<file path="src/pif_pkg.sv">
// package for the peripheral interrupt flag block: offsets, bit positions, resets
// assumes a 32-bit apb slave with word-aligned registers
package pif_pkg;

  // ----------------------------------------------------------------------
  // register map
  // ----------------------------------------------------------------------
  localparam logic [11:0] PIF_OFS_FLAGS   = 12'h0_000; // peripheral_irq_flags_1
  localparam logic [11:0] PIF_OFS_RXBUF   = 12'h0_004; // serial_rx_buffer
  localparam logic [11:0] PIF_OFS_TXBUF   = 12'h0_008; // serial_tx_buffer
  localparam logic [11:0] PIF_OFS_IRQ_ST  = 12'h0_00C; // sticky event status, w1c
  localparam logic [11:0] PIF_OFS_IRQ_MSK = 12'h0_010; // event mask

  // ----------------------------------------------------------------------
  // flag bit positions
  // ----------------------------------------------------------------------
  localparam int PIF_BIT_PARALLEL  = 7;
  localparam int PIF_BIT_CONVERTER = 6;
  localparam int PIF_BIT_SER_RX    = 5;
  localparam int PIF_BIT_SER_TX    = 4;
  localparam int PIF_BIT_SYNC      = 3;
  localparam int PIF_BIT_TIMER_B   = 1;
  localparam int PIF_BIT_TIMER_A   = 0;

  localparam logic [7:0]  PIF_SW_MASK    = 8'hCB; // bits software writes directly
  localparam logic [7:0]  PIF_IMPL_MASK  = 8'hFB; // bit 2 unimplemented
  localparam logic [7:0]  PIF_FLAG_RESET = 8'h00;
  localparam logic [7:0]  PIF_VIEW_RESET = 8'h10; // flag view out of reset: tx buffer empty
  localparam logic [7:0]  PIF_BYTE_ZERO  = 8'h00;
  localparam logic [31:0] PIF_WORD_ZERO  = 32'h0000_0000;

  // event pulses from peripheral logic, one cycle each
  typedef struct packed {
    logic parallel_access;
    logic converter_done;
    logic sync_serial_done;
    logic timer_b_match;
    logic timer_a_overflow;
  } pif_events_t;

  // serial receive buffer side
  typedef struct packed {
    logic       rx_load;
    logic [7:0] rx_byte;
  } pif_rx_in_t;

endpackage : pif_pkg

</file>
<file path="src/pif_flags.sv">
// peripheral interrupt flag register with apb access and a summary interrupt
// assumes event pulses and rx/tx handshakes come from logic on pclk
//
// What this block does
// - flags set on their event regardless of any enable bit
// - bit 6 set on conversion done, held until software writes zero
// - bit 5 read-only, set while rx buffer full, cleared by buffer read
// - bit 4 read-only, set while tx buffer empty, cleared by buffer write
// - bit 3 set on sync serial completion, cleared only by software
// - bit 2 unimplemented, reads zero, ignores writes
// - bit 1 set on timer-b match with period, held until cleared
// - bit 0 set on timer-a overflow, held until cleared
//
// The register addresses and register access over APB were left to the implementer.
`timescale 1ns/1ps

module pif_flags
  import pif_pkg::*;
(
  // clock and reset
  input  wire logic        pclk,
  input  wire logic        presetn,
  // apb slave
  input  wire logic        psel,
  input  wire logic        penable,
  input  wire logic        pwrite,
  input  wire logic [11:0] paddr,
  input  wire logic [31:0] pwdata,
  output logic      [31:0] prdata,
  output logic             pready,
  output logic             pslverr,
  // peripheral events
  input  wire pif_events_t events,
  input  wire pif_rx_in_t  rx_in,
  input  wire logic        tx_drained,
  // peripheral side of the serial buffers
  output logic      [7:0]  tx_byte,
  output logic             tx_load,
  // flag view and interrupt
  output logic      [7:0]  flags,
  output logic             irq
);

  // ----------------------------------------------------------------------
  // bus decode
  // ----------------------------------------------------------------------
  typedef enum logic [2:0] {
    PIF_SEL_FLAGS = 3'b001,
    PIF_SEL_BUF   = 3'b010,
    PIF_SEL_IRQ   = 3'b100
  } pif_sel_t;

  logic acc;
  logic wr;
  logic rd;
  logic mapped;

  // every access completes in its first access cycle
  assign acc     = psel & penable;
  assign wr      = acc & pwrite;
  assign rd      = acc & ~pwrite;
  assign pready  = 1'b1;
  assign mapped  = (paddr == PIF_OFS_FLAGS) | (paddr == PIF_OFS_RXBUF) |
                   (paddr == PIF_OFS_TXBUF) | (paddr == PIF_OFS_IRQ_ST) |
                   (paddr == PIF_OFS_IRQ_MSK);
  assign pslverr = acc & ~mapped;

  function automatic logic hit(input logic [11:0] a, input logic [11:0] ofs);
    hit = (a == ofs);
  endfunction : hit

  pif_sel_t sel;
  always_comb begin
    sel = PIF_SEL_FLAGS;
    if (hit(paddr, PIF_OFS_RXBUF) | hit(paddr, PIF_OFS_TXBUF)) begin
      sel = PIF_SEL_BUF;
    end else if (hit(paddr, PIF_OFS_IRQ_ST) | hit(paddr, PIF_OFS_IRQ_MSK)) begin
      sel = PIF_SEL_IRQ;
    end
  end

  // ----------------------------------------------------------------------
  // flag register and serial buffers
  // ----------------------------------------------------------------------
  logic [7:0] flag_q, flag_d;
  logic       rx_full_q, rx_full_d;
  logic       tx_empty_q, tx_empty_d;
  logic [7:0] rx_buf_q, rx_buf_d;
  logic [7:0] tx_buf_q, tx_buf_d;
  logic       tx_load_q, tx_load_d;
  logic       rx_read;
  logic       tx_write;
  logic [7:0] hw_set;

  assign rx_read  = rd & hit(paddr, PIF_OFS_RXBUF);
  assign tx_write = wr & hit(paddr, PIF_OFS_TXBUF);

  // hardware sets ignore every enable bit, which lives elsewhere
  always_comb begin
    hw_set                    = PIF_BYTE_ZERO;
    hw_set[PIF_BIT_PARALLEL]  = events.parallel_access;
    hw_set[PIF_BIT_CONVERTER] = events.converter_done;
    hw_set[PIF_BIT_SYNC]      = events.sync_serial_done;
    hw_set[PIF_BIT_TIMER_B]   = events.timer_b_match;
    hw_set[PIF_BIT_TIMER_A]   = events.timer_a_overflow;
  end

  // next state; a flag set or rx load in the clear cycle wins so neither is lost; a tx buffer write beats a drain
  always_comb begin
    flag_d     = flag_q;
    rx_full_d  = rx_full_q;
    tx_empty_d = tx_empty_q;
    rx_buf_d   = rx_buf_q;
    tx_buf_d   = tx_buf_q;
    tx_load_d  = 1'b0;
    if (wr & hit(paddr, PIF_OFS_FLAGS)) begin
      flag_d = (flag_q & ~PIF_SW_MASK) | (pwdata[7:0] & PIF_SW_MASK);
    end
    flag_d = (flag_d | hw_set) & PIF_SW_MASK;
    // receive flag mirrors buffer fullness
    if (rx_read) begin
      rx_full_d = 1'b0;
    end
    if (rx_in.rx_load) begin
      rx_full_d = 1'b1;
      rx_buf_d  = rx_in.rx_byte;
    end
    // transmit flag mirrors buffer emptiness
    if (tx_drained) begin
      tx_empty_d = 1'b1;
    end
    if (tx_write) begin
      tx_empty_d = 1'b0;
      tx_buf_d   = pwdata[7:0];
      tx_load_d  = 1'b1;
    end
  end

  // tx buffer starts empty, so its flag reads one after reset
  always_ff @(posedge pclk or negedge presetn) begin
    if (!presetn) begin
      flag_q     <= PIF_FLAG_RESET;
      rx_full_q  <= 1'b0;
      tx_empty_q <= 1'b1;
      rx_buf_q   <= PIF_BYTE_ZERO;
      tx_buf_q   <= PIF_BYTE_ZERO;
      tx_load_q  <= 1'b0;
    end else begin
      flag_q     <= flag_d;
      rx_full_q  <= rx_full_d;
      tx_empty_q <= tx_empty_d;
      rx_buf_q   <= rx_buf_d;
      tx_buf_q   <= tx_buf_d;
      tx_load_q  <= tx_load_d;
    end
  end

  always_comb begin
    flags                 = flag_q;
    flags[PIF_BIT_SER_RX] = rx_full_q;
    flags[PIF_BIT_SER_TX] = tx_empty_q;
  end
  assign tx_byte = tx_buf_q;
  assign tx_load = tx_load_q;

  // ----------------------------------------------------------------------
  // sticky status, mask and interrupt
  // ----------------------------------------------------------------------
  logic [7:0] st_q, st_d;
  logic [7:0] msk_q, msk_d;
  logic [7:0] rise;
  logic [7:0] flags_prev_q;

  // level flags rx/tx count as events when they rise
  assign rise = flags & ~flags_prev_q;

  always_comb begin
    st_d  = st_q;
    msk_d = msk_q;
    if (wr & hit(paddr, PIF_OFS_IRQ_ST)) begin
      st_d = st_q & ~pwdata[7:0];
    end
    if (wr & hit(paddr, PIF_OFS_IRQ_MSK)) begin
      msk_d = pwdata[7:0] & PIF_IMPL_MASK;
    end
    st_d = (st_d | rise | hw_set) & PIF_IMPL_MASK;
  end

  // edge history starts at the reset view, so the empty tx buffer is no false edge
  always_ff @(posedge pclk or negedge presetn) begin
    if (!presetn) begin
      st_q         <= PIF_BYTE_ZERO;
      msk_q        <= PIF_BYTE_ZERO;
      flags_prev_q <= PIF_VIEW_RESET;
    end else begin
      st_q         <= st_d;
      msk_q        <= msk_d;
      flags_prev_q <= flags;
    end
  end

  assign irq = |(st_q & msk_q);

  // ----------------------------------------------------------------------
  // read data
  // ----------------------------------------------------------------------
  logic [31:0] rdata;
  always_comb begin
    rdata = PIF_WORD_ZERO;
    unique case (sel)
      PIF_SEL_FLAGS: begin
        if (hit(paddr, PIF_OFS_FLAGS)) begin
          rdata[7:0] = flags & PIF_IMPL_MASK;
        end
      end
      PIF_SEL_BUF: begin
        rdata[7:0] = hit(paddr, PIF_OFS_RXBUF) ? rx_buf_q : tx_buf_q;
      end
      PIF_SEL_IRQ: begin
        rdata[7:0] = hit(paddr, PIF_OFS_IRQ_ST) ? st_q : msk_q;
      end
    endcase
  end
  // combinational read is legal since pready is high in the access phase
  assign prdata = rd ? rdata : PIF_WORD_ZERO;
endmodule : pif_flags

</file>
<file path="config.mk">
export PLATFORM = sky130hd
export DESIGN_NAME = pif_flags
export DESIGN_NICKNAME = d
export VERILOG_FILES = /design/src/pif_pkg.sv /design/src/pif_flags.sv
export SDC_FILE = /design/constraint.sdc
export NUM_CORES = 1
export LEC_CHECK = 0
export ABC_CLOCK_PERIOD_IN_PS = 7100
export BUFFER_PORTS_ARGS = -buffer_cell sky130_fd_sc_hd__clkbuf_2
export CORE_MARGIN = 4
export CORE_UTILIZATION = 45
export CTS_CLUSTER_DIAMETER = 50
export CTS_CLUSTER_SIZE = 12
export DETAILED_ROUTE_END_ITERATION = 12
export GPL_TIMING_DRIVEN = 0
export PLACE_DENSITY = 0.86
export SYNTH_ARGS = -nofsm -noshare
export SYNTH_HDL_FRONTEND = slang
export SYNTH_SLANG_ARGS = --single-unit
</file>
<file path="constraint.sdc">
create_clock -name pclk -period 7.1 [get_ports pclk]
set_clock_uncertainty 0.2 [all_clocks]
set_input_delay 1.42 -clock pclk [delete_from_list [all_inputs] [get_ports pclk]]
set_output_delay 1.42 -clock pclk [all_outputs]
set_load 0.1 [all_outputs]
</file>
* After elaboration in Yosys (flattened, before gate mapping)
Cells that the tools add are included.
Storage, ports and cells: ROM bits 0, input port bits 64, bits in writable memories 0, bits in latches 0, register bits after elaboration 45, output and inout port bits 52, memories 0, word-level logic and storage cells 59
Operators by class: div/mod/pow operators 0, equality and inequality tests 7, multiplexer cells 14, bitwise logic cells 25, reductions and logical operators 4, magnitude comparators 0, shift operators 0, $mul 0, $add $sub $neg 0
Operator list (number):
- $mux W8 | 6
- $and A8 B8 Y8 | 3
- $eq A12 B4 Y1 const B | 2
- $or A8 B8 Y8 | 3
- $pmux W8 S3 | 1
- $not A8 Y8 | 2
- $eq A12 B3 Y1 const B | 1
- $eq A12 B5 Y1 const B | 1
- $logic_not A12 Y1 | 1
- $and A1 B1 Y1 | 9
- $reduce_or A8 Y1 | 1
- $mux W3 | 2
- $or A1 B1 Y1 | 6
- $mux W1 | 5
- $reduce_bool A2 Y1 | 2
- $eq A3 B1 Y1 const B | 1
- $eq A3 B2 Y1 const B | 1
- $eq A3 B3 Y1 const B | 1
- $not A1 Y1 | 2

* Longest topological paths before layout
Gate-level depths: netlist of run 1.
depth after elaboration 7, mapped depth 5, gate-level depth less buffers 4

* Worst setup path before layout of run 1
No wires, ideal clock.
path kind in2out, start in paddr[9], end out prdata[6], arrival time 3.953 ns, slack 1.527 ns, cell stages on the path 3, required time 5.480 ns, path buffers 0, cells stage by stage or4_4 > nor4b_2 > nor2b_1
Between the ends: word-level cells in the longest chain between the ends 7, elaborated cells between the ends (all ways) 17, those cells by class eq/ne (7); mux (7); bitwise (2); reduce/logical (1)
RTL lines:
- start, declared | RTL line pif_flags.sv:27 | input wire logic [11:0] paddr,
- $eq A12 B4 Y1 or $eq A12 B5 Y1 (tied branches) | RTL line pif_flags.sv:69 | hit = (a == ofs);
- $or A1 B1 Y1 | RTL line pif_flags.sv:77 | end else if (hit(paddr, PIF_OFS_IRQ_ST) | hit(paddr, PIF_OFS_IRQ_MSK)) begin
- $mux W3 | RTL line pif_flags.sv:77
- $mux W3 | RTL line pif_flags.sv:75 | if (hit(paddr, PIF_OFS_RXBUF) | hit(paddr, PIF_OFS_TXBUF)) begin
- $eq A3 B3 Y1 (tied with other cells) | RTL line pif_flags.sv:210 | unique case (sel)
- $pmux W8 S3 * | RTL line pif_flags.sv:210
- $mux W8 * | RTL line pif_flags.sv:225 | assign prdata = rd ? rdata : PIF_WORD_ZERO;
- end, declared | RTL line pif_flags.sv:29 | output logic [31:0] prdata,
Mark *: on every way between the ends. The rest lies on a longest branch, timed or not.

* Worst setup path after layout of run 1
start in paddr[3], end out prdata[5]
Same word-level chain as after synthesis.

==> results.md, run 1 <==
- Number of global-route vias before repair: 1856
- TritonRoute pass-1 iters: 4
- Cts bufs inserted: 5
- Cell Area, Synth: 2376 µm²
- Avg Synthesized Cell Area: between 10 and 15 µm²
- Final setup fails: 0
- CP max FO: 8
- Yosys top cell by area: dfrtp_1
- PortBufs: 63
- Fin cells: 378
- Die X: between 80 and 90 µm
- Main synth FF type: dfrtp_1
- Die Y: ~80 µm
- Worst-skew pair later-pin latency: 0.32 ns
- Slew @ Worst Pin: between 1 and 1.5 ns
- Post-route ant nets: 0
- Total power: 541.9 µW
- Setup TNS: 0 ns
- Worst Path Required: ~5.5 ns
- Post-placement cell count: 370
- Final WL: 5798 µm
- Most common cell after layout, fill and taps aside: clkbuf_2
- Worst Path Arrival: about 3.8 ns
- Htree depth: 2
- Synth warn: 0
- First-pass GRT wire length: ~9100 µm
- Final hold vios: 0
- Filler Cells Inserted: 450
- P_sw: between 150 and 200 µW
- Internal power: 359.5 µW
- Vias per std cell: 4.966
- Total Routing Usage GR: 0.1905
- Worst setup EP type: primary output
- Peak VDD IR: 0.0001355 V
- DRC: 0
- Final min period: 5.423 ns
- Design area: 2955 µm²
- Synth Area in XOR/XNOR: 0
- Final worst slack: 1.677 ns
- FFs w/ async S/R, synth: 1.000
- Initial Util: 0.4652
- Main combinational cell family by area after synthesis: simple AND/OR/NAND/NOR gates
- Post-synthesis adder-cell area fraction: 0
- Crit-path cells: clkbuf_2, or2_2, clkbuf_1, nor4_1, a32o_1, clkbuf_2
- Post-synth EDFFs: 0
- Wire per inst: 15.34 µm
- Critical path class: in -> out
- Fmax: between 150 and 200 MHz
- Bufs on Longest Clock Path: 2
- Worst Hold Class: reg -> reg
- Seq cells post-synth: 45
- Combinational fraction of design power: 0.217
- Synth top area share: 0.4529
- Vias: between 1500 and 2000
- Crit-path max cell delay: 1.02 ns
- CTS root buf: clkbuf_8
- Register area share after synthesis: 0.4750
- Post-Synth Simple-Gate Area: 0.1664
- Synth Area in Compound Gates: 0.1011
- Most frequent cell on the critical path: clkbuf_2
- Sink Count: 45
- Max Cap Viol: 0
- Most frequent cells in the layout: clkbuf_2 (63), dfrtp_1 (43), buf_4 (28)
- Cell area power density: 183.4 nW/µm²
- Post-Synthesis Cells: 213
- Count of final max-slew check failures: 0
- Layout cells sized above 1: 0.4383
- Mux contribution to synthesized area: 0.1395
- Pre-CTS setup slack: 1.696 ns
- Post-CTS Hold Buffers: 0
- DRT iter0 DRCs: 80
- Die area: 6507 µm²
- Clock share of power: 0.294
- RSZ-0062 raised after global routing: no
- Max-slew headroom at the worst pin: 0.1589
- Congestion Overflow GR: 0
- Leakage Power: 0.001451 µW
- Initial antenna violation count: 0
- Startpoint type of the worst setup path: primary input
- Netlist cell types: 34
- Crit path max-delay cell type: nor4_1
- Syn-to-layout area delta: 24.38%
- Pin count of the biggest net entering global routing: 46
- Sequential power share: 0.489
- Final Cycle Share: 0.7638
- GPL Wtd Cong: 0.8136
- NumNets Final: 371
- DP Wirelength: 4336 µm
- Synth top area cells: dfrtp_1 (45%), mux2_2 (11%), buf_4 (8.8%)
- CTS tree: done
- Post-CTS setup buffers: 0
- IO Count: approximately 120
- Clock Pin Slew Worst Setup and Hold Paths: 0.08 ns
- Antenna diodes: 0
- Status: complete, no violations
- Sw frac: 0.3367
- Core Footprint: 5107 µm²
- Row cnt: 26
- Post-CTS Resized: 0
- Area post-placement: between 2000 and 3000 µm²
## layout make-up
cell class              count  area [µm²]  area share
inverters                   9       33.78     0.01143
plain buffers              33       239.0     0.08086
well taps                  70       87.58     0.02964
repair buffers             63       315.3      0.1067
clock buffers               5       68.82     0.02329
flip-flops and latches     45        1129      0.3819
clock inverters             3       17.52    0.005927
multi-input cells         150        1065      0.3603
## power groups by stage
stage | Combinational, µW | Sequential (µW) | Clock [µW]
floorplan | 93.6 | 269 | 0
global placement | 116 | 270 | 0
detailed placement | 117 | 270 | 0
CTS | 117 | 265 | 161
global route | 124 | 266 | 173
finish | 117 | 265 | 159
## worst paths after layout
path	depth (start not counted)	startpoint	slack, ns	endpoint
hold reg to reg	0	tx_empty_q$_DFFE_PN1P_	0.20	flags_prev_q[4]$_DFF_PN1_
hold / removal	0	tx_empty_q$_DFFE_PN1P_	0.20	flags_prev_q[4]$_DFF_PN1_
setup / recovery	6	paddr[3]	1.68	prdata[5]
max in group asynchronous	1	presetn	4.94	flag_q[6]$_DFF_PN0_
min in group asynchronous	1	presetn	1.09	flag_q[1]$_DFF_PN0_
setup reg to reg	2	flags_prev_q[4]$_DFF_PN1_	6.01	st_q[4]$_DFF_PN0_
## metal layers
| layer | GRT usage | part of all wire | up-vias |
|---|---|---|---|
| met4 | 0.07770 | 0.025 | 0 |
| li1 | - | - | 898 |
| met2 | 0.3088 | 0.47 | 76 |
| met5 | 0 | 0 | - |
| met3 | 0.05493 | 0.077 | 11 |
| met1 | 0.2378 | 0.43 | 892 |
## cell families after synthesis
family                 count (synthesis)
buffers and inverters                 42
and+or+nand+nor                       69
DFF                                   45
AOI/OAI and AO/OA                     26
muxes                                 29
other                                  2
## sequential cells by signal (all words and copies together), names as in the netlist
register	flops
msk_q	7
flag_q	5
rx_full_q	1
st_q	7
tx_empty_q	1
flags_prev_q	7
tx_byte	8
rx_buf_q	8
tx_load	1
## synthesized netlist by cell type (3+ instances only)
cell      instances
dfrtp_1          43
buf_4            28
nor2_1           27
mux2_2           23
a221o_1          11
inv_1             9
nand2_1           9
a32o_1            6
or2_0             6
mux2i_1           5
clkbuf_1          4
nand3_1           4
a22oi_1           3
nor4_1            3
or4_4             3
## through the flow
stage,hold slack (ns),util
3_5_place_dp,0.1909,0.5617
2_1_floorplan,0.1740,-
3_3_place_gp,0.1860,0.5617
6_report,0.1999,0.5786
5_1_grt,0.2093,0.5786
4_1_cts,0.2013,0.5786
## worst max-delay path: cells and delay by family
kind / cells / cell delay (ns)
buf+inv: 3 / 0.78
simple gates: 2 / 1.33
compound gates: 1 / 0.26
No activity file was read; power rests on OpenSTA's default activity.
==> run 2, diff against run 1 <==
Settings changed: ABC_AREA set to 1, ABC_CLOCK_PERIOD_IN_PS 7100 to 5150, PLACE_DENSITY 0.86 to 0.85.
Clock period 7.1 ns to 5.15 ns, I/O delays scaled along.
==> results.md, run 2 <==
- Synth top area cells: dfrtp_1 (42%), nand2_1 (12%), buf_4 (8.5%)
- Bufs on Longest Clock Path: 2 (unchanged)
- Die Y: 83.39 µm (+3.4%)
- Synth warn: 0 (unchanged)
- Row cnt: 27 (+3.8%)
- Post-Synthesis Cells: 335 (+57%)
- DRT iter0 DRCs: 167 (+110%)
- Seq cells post-synth: 45 (unchanged)
- Worst Path Required: 3.92 ns (-1.56 ns)
- IO Count: 116 (unchanged)
- Yosys top cell by area: dfrtp_1
- Worst Hold Class: reg -> reg
- Filler Cells Inserted: 539 (+20%)
- Final WL: 6120 µm (+5.6%)
- Layout cells sized above 1: 0.2870 (-0.1513)
- Number of global-route vias before repair: 2337 (+26%)
- Worst Path Arrival: 2.67 ns (-1.13 ns)
- Final min period: 3.895 ns
- Initial antenna violation count: 0 (unchanged)
- CP max FO: 7 (-1)
- Fin cells: 504 (+33%)
- Final Cycle Share: 0.7563
- RSZ-0062 raised after global routing: no
- Max-slew headroom at the worst pin: 0.2704 (+0.1115)
- Netlist cell types: 30 (-12%)
- Clock Pin Slew Worst Setup and Hold Paths: 0.08 ns (about the same)
- Leakage Power: 0.001788 µW (+23%)
- Area post-placement: 3063 µm² (+6.8%)
- Count of final max-slew check failures: 0 (unchanged)
- First-pass GRT wire length: 10780 µm (+18%)
- Post-CTS setup buffers: 0 (unchanged)
- Cell Area, Synth: 2557 µm² (+7.6%)
- Peak VDD IR: 0.0001416 V (+4.5%)
- Final setup fails: 0 (unchanged)
- Syn-to-layout area delta: 22.99%
- Post-route ant nets: 0 (unchanged)
- CTS tree: done
- Final hold vios: 0 (unchanged)
- NumNets Final: 495 (+33%)
- Main synth FF type: dfrtp_1
- Post-CTS Hold Buffers: 0 (unchanged)
- Post-synth EDFFs: 0 (unchanged)
- Status: complete, no violations
- Total Routing Usage GR: 0.1894 (-0.001112)
- Slew @ Worst Pin: 1.094 ns (-0.1558 ns)
- Initial Util: 0.4644 (-0.0007733)
- Vias: 2364 (+26%)
- Htree depth: 2 (unchanged)
- Wire per inst: 12.14 µm (-21%)
- Post-CTS Resized: 0 (unchanged)
- Cts bufs inserted: 5 (unchanged)
- TritonRoute pass-1 iters: 4 (unchanged)
- DP Wirelength: 5045 µm (+16%)
- Synth top area share: 0.4207 (-0.03213)
- Design area: 3146 µm² (+6.4%)
- Die X: 83.39 µm (+3.4%)
- Setup TNS: 0 ns (unchanged)
- Count leader, synth: nand2_1
- Congestion Overflow GR: 0 (unchanged)
- DRC: 0 (unchanged)
- Final Util: 0.5712 (-0.007404)
- Pin count of the biggest net entering global routing: 46 (unchanged)
- Fmax: 256.7 MHz
- Critical path class: in -> out
- Antenna diodes: 0 (unchanged)
- PortBufs: 65 (+3.2%)
- CTS root buf: clkbuf_8
- Startpoint type of the worst setup path: primary input
- Commonest cells in the netlist: nand2_1 (80), inv_1 (48), dfrtp_1 (43)
- FFs w/ async S/R, synth: 1.000 (unchanged)
- Register area share after synthesis: 0.4413 (-0.03370)
- Core Footprint: 5507 µm² (+7.8%)
- Worst setup EP type: primary output
- Sink Count: 45 (unchanged)
- Max Cap Viol: 0 (unchanged)
- Cell area power density: 227.6 nW/µm² (+24%)
- GPL Wtd Cong: 0.9227 (+13%)
- Vias per std cell: 4.690 (-5.5%)
- Most common cell after layout, fill and taps aside: nand2_1
- Avg Synthesized Cell Area: 7.634 µm² (-32%)
- Worst-skew pair later-pin latency: 0.29 ns (-0.03 ns)
- Post-placement cell count: 496 (+34%)
- Most frequent cells in the layout: nand2_1 (80), clkbuf_2 (65), inv_1 (48)
- Die area: 6953 µm² (+6.9%)
[run 2: changes by cell type after synthesis, sizes merged, moves of 11 or more]
cell,change
a21oi,+15
nand2,+78
mux2,-22
a221o,-11
o21ai,+39
inv,+44
nand3,+28
[run 2: stage by stage]
| stage | hold WS, ns | power [µW] | setup WS [ns] |
|---|---|---|---|
| finish | 0.2079 | 716.0 | 1.255 |
| global route | 0.2251 | 754.3 | 1.103 |
| CTS | 0.2117 | 723.4 | 1.267 |
| detailed placement | 0.1957 | 519.4 | 1.270 |
| global placement | 0.1895 | 517.5 | 1.281 |
| floorplan | 0.1741 | 488.4 | 0.1535 |
[run 2: kinds of logic (layout without fill, tap and decap cells)]
kind of cell	after synthesis	count (layout)	synth area share
simple gates	141	141	0.2544
buf+inv	86	159	0.1722
compound gates	60	60	0.1248
flops	45	45	0.4413
other cells	2	26	0.002937
mux	1	1	0.004403
[run 2: critical path: stages]
cell      delay, ns
clkbuf_2       0.10
inv_2          0.04
nand2_1        0.09
nor2_1         0.33
o21ai_2        0.18
nand3_2        0.17
nand2_1        0.08
a21oi_1        0.17
clkbuf_2       0.49
[run 2: path summary, 6_finish.rpt]
check / from / end / slack (ns) / cells past startpoint
worst max-delay path: paddr[0] / prdata[5] / 1.25 / 9
worst min-delay path: tx_empty_q$_DFFE_PN1P_ / flags_prev_q[4]$_DFF_PN1_ / 0.21 / 0
worst max register to register: tx_empty_q$_DFFE_PN1P_ / st_q[4]$_DFF_PN0_ / 4.11 / 2
worst min register to register: tx_empty_q$_DFFE_PN1P_ / flags_prev_q[4]$_DFF_PN1_ / 0.21 / 0
max in group asynchronous: presetn / tx_byte[7]$_DFFE_PN0P_ / 3.35 / 1
min in group asynchronous: presetn / flags_prev_q[0]$_DFF_PN0_ / 0.74 / 1
[run 2: per-layer routing]
metal / GRT usage / part of all wire / up-vias
li1: - / - / 1196
met1: 0.2443 / 0.41 / 1068
met2: 0.3039 / 0.49 / 90
met3: 0.05655 / 0.084 / 10
met4: 0.06241 / 0.017 / 0
met5: 0 / 0 / -
[run 2: where the power goes]
group	total [µW]	internal (µW)	switching [µW]
clock	204	94.0	110
sequential	361	359	2.10
combinational	151	31.2	120
total	716	484	232
[run 2: area by class of cell]
cell class                 instances  area, µm²  area share
clock buffer                       6      72.57     0.02307
inverter                          54      202.7     0.06444
multi-input combinational        228       1079      0.3429
tap                               72      90.09     0.02864
buffer                            32      237.7     0.07558
timing repair buffer              65      325.3      0.1034
sequential                        45       1129      0.3588
clock inverter                     2      10.01    0.003182
==> run 3, diff against run 2 <==
Settings changed: ABC_CLOCK_PERIOD_IN_PS 5150 to 3500, CORE_UTILIZATION 45 to 43.
Clock period 5.15 ns to 3.5 ns, I/O delays scaled along.
==> results.md, run 3 (same netlist as run 2, synthesis figures left out) <==
- PortBufs: 65 (unchanged)
- Leakage Power: 0.001787 µW (about the same)
- Wire per inst: 12.45 µm (+2.6%)
- Sink Count: 45 (unchanged)
- Total Routing Usage GR: 0.1814 (-0.008006)
- FF-to-FF path depth: 2 (unchanged)
- Max-slew headroom at the worst pin: 0.2506 (-0.01985)
- Area post-placement: 3094 µm² (+1.0%)
- Design area: 3181 µm² (+1.1%)
- Post-route ant nets: 0 (unchanged)
- Hold Path Cell Cnt: 0 (unchanged)
- Count of final max-slew check failures: 0 (unchanged)
- Most common cell after layout, fill and taps aside: nand2_1
- Worst setup EP type: primary output
- Crit-path max cell delay: 0.48 ns (about the same)
- Peak VDD IR: 0.0002014 V (+42%)
- Startpoint type of the worst setup path: primary input
- Final Cycle Share: 0.9265
- Fmax: approximately 310 MHz
- Terminus of the critical flop-to-flop path: st_q[4]$_DFF_PN0_
- CTS root buf: clkbuf_8
- Row cnt: 27 (unchanged)
- Clock Pin Slew Worst Setup and Hold Paths: 0.08 ns (about the same)
- Sequential power share: 0.497 (-0.007)
- Final min period: 3.243 ns
- Final hold vios: 0 (unchanged)
- Crit path max-delay cell type: clkbuf_2
- DRT iter0 DRCs: 124 (-26%)
- Core Footprint: 5642 µm² (+2.5%)
- Internal power: 731.0 µW (+51%)
- Bufs on Longest Clock Path: 2 (unchanged)
- GPL Wtd Cong: 0.9641 (+4.5%)
- IO Count: 116 (unchanged)
- Worst-skew pair later-pin latency: 0.29 ns (about the same)
- First-pass GRT wire length: 10490 µm (-2.7%)
- Status: complete, no violations
- Initial Util: 0.4533 (-0.01112)
- Combinational fraction of design power: 0.209 (-0.002)
- Setup TNS: 0 ns (unchanged)
- Die X: 85.12 µm (+2.1%)
- Pin count of the biggest net entering global routing: 46 (unchanged)
- Congestion Overflow GR: 0 (unchanged)
- Vias: 2367 (+0.13%)
- Die area: 7245 µm² (+4.2%)
- Crit-path cells: clkbuf_2, inv_2, nand2_1, nor2_1, o21ai_2, nand3_2, nand2_1, a21oi_2, clkbuf_2
- TritonRoute pass-1 iters: 4 (unchanged)
- Final WL: 6264 µm (+2.4%)
- Post-CTS Resized: 0 (unchanged)
- Critical path class: in -> out
- Layout cells sized above 1: 0.3039 (+0.01691)
- Vias per std cell: 4.706 (+0.33%)
- R2R setup slack: 2.47 ns (-1.64 ns)
- Post-CTS Hold Buffers: 0 (unchanged)
- Clock share of power: 0.294 (+0.010)
- DP Wirelength: 5073 µm (+0.56%)
- Post-CTS setup buffers: 0 (unchanged)
- RSZ-0062 raised after global routing: no
- Cell area power density: 336.2 nW/µm² (+48%)
- Slew @ Worst Pin: 1.124 ns (+0.02978 ns)
- Antenna diodes: 0 (unchanged)
- Die Y: 85.12 µm (+2.1%)
- Worst Hold Class: reg -> reg
- Worst Path Required: 2.60 ns (-1.32 ns)
- Max Cap Viol: 0 (unchanged)
- Hold path startpoint: tx_empty_q$_DFFE_PN1P_
- P_sw: 338.4 µW (+46%)
- Initial antenna violation count: 0 (unchanged)
- DRC: 0 (unchanged)
- CP max FO: 7 (unchanged)
- CTS tree: done
- Htree depth: 2 (unchanged)
- Most frequent cells in the layout: nand2_1 (80), clkbuf_2 (65), inv_1 (48)
- Sw frac: 0.3164 (-0.007357)
- RR Startpoint: tx_empty_q$_DFFE_PN1P_
- NumNets Final: 495 (unchanged)
- Hold endpoint: flags_prev_q[4]$_DFF_PN1_
- Number of global-route vias before repair: 2291 (-2.0%)
- Worst Path Arrival: 2.34 ns (-0.33 ns)
- Cts bufs inserted: 5 (unchanged)
- Final Util: 0.5638 (-0.007473)
- Syn-to-layout area delta: 24.36%
- Final setup fails: 0 (unchanged)
run 3: changes by cell type in the layout (fill, tap and decap cells not counted), sizes merged:
cell / previous run / this run
clkinv: 3 / 1
clkbuf: 72 / 73
run 3: power groups by stage:
| stage | combinational, µW | clock [µW] | sequential [µW] |
|---|---|---|---|
| 2_1_floorplan | 178 | 0 | 542 |
| 3_3_place_gp | 221 | 0 | 541 |
| 3_5_place_dp | 223 | 0 | 542 |
| 4_1_cts | 223 | 330 | 531 |
| 5_1_grt | 237 | 350 | 532 |
| 6_report | 224 | 315 | 531 |
run 3: worst max path at each step:
stage                    from   endpoint  cells past startpoint
floorplan           paddr[11]  prdata[2]                      7
global placement     paddr[0]  prdata[5]                      9
detailed placement   paddr[9]  prdata[0]                     11
CTS                  paddr[9]  prdata[1]                     11
global route         paddr[1]  prdata[5]                      9
finish               paddr[0]  prdata[4]                      9
run 3: area by class of cell:
type	count	area [µm²]
clock buffer	7	86.33
sequential	45	1129
multi-input combinational	228	1110
buffer	32	237.7
fill	567	2461
inverter	54	202.7
tap	72	90.09
timing repair buffer	65	325.3
run 3: critical path, delay by kind of cell:
| family | cells | cell delay [ns] |
|---|---|---|
| compound gates | 2 | 0.34 |
| buf+inv | 3 | 0.62 |
| simple gates | 4 | 0.68 |
run 3: stage by stage:
| stage | total power (µW) | instances | hold WS [ns] | setup slack, ns |
|---|---|---|---|---|
| final | 1069 | 503 | 0.2006 | 0.2572 |
| after global routing | 1119 | 503 | 0.2193 | 0.1172 |
| after CTS | 1085 | 503 | 0.2043 | 0.2588 |
| after detailed placement | 764.4 | 496 | 0.1938 | 0.2587 |
| after global placement | 762.3 | 496 | 0.1899 | 0.3008 |
| after floorplan | 719.5 | 359 | 0.1741 | 0.01571 |
run 3: layer usage:
| metal | vias up | global-route usage | part of all wire | routed length [µm] |
|---|---|---|---|---|
| met3 | 9 | 0.03398 | 0.073 | 458 |
| met4 | 0 | 0.06763 | 0.019 | 117 |
| met5 | - | 0 | 0 | 0 |
| li1 | 1196 | - | - | - |
| met2 | 82 | 0.2917 | 0.48 | 2979 |
| met1 | 1080 | 0.2432 | 0.43 | 2709 |
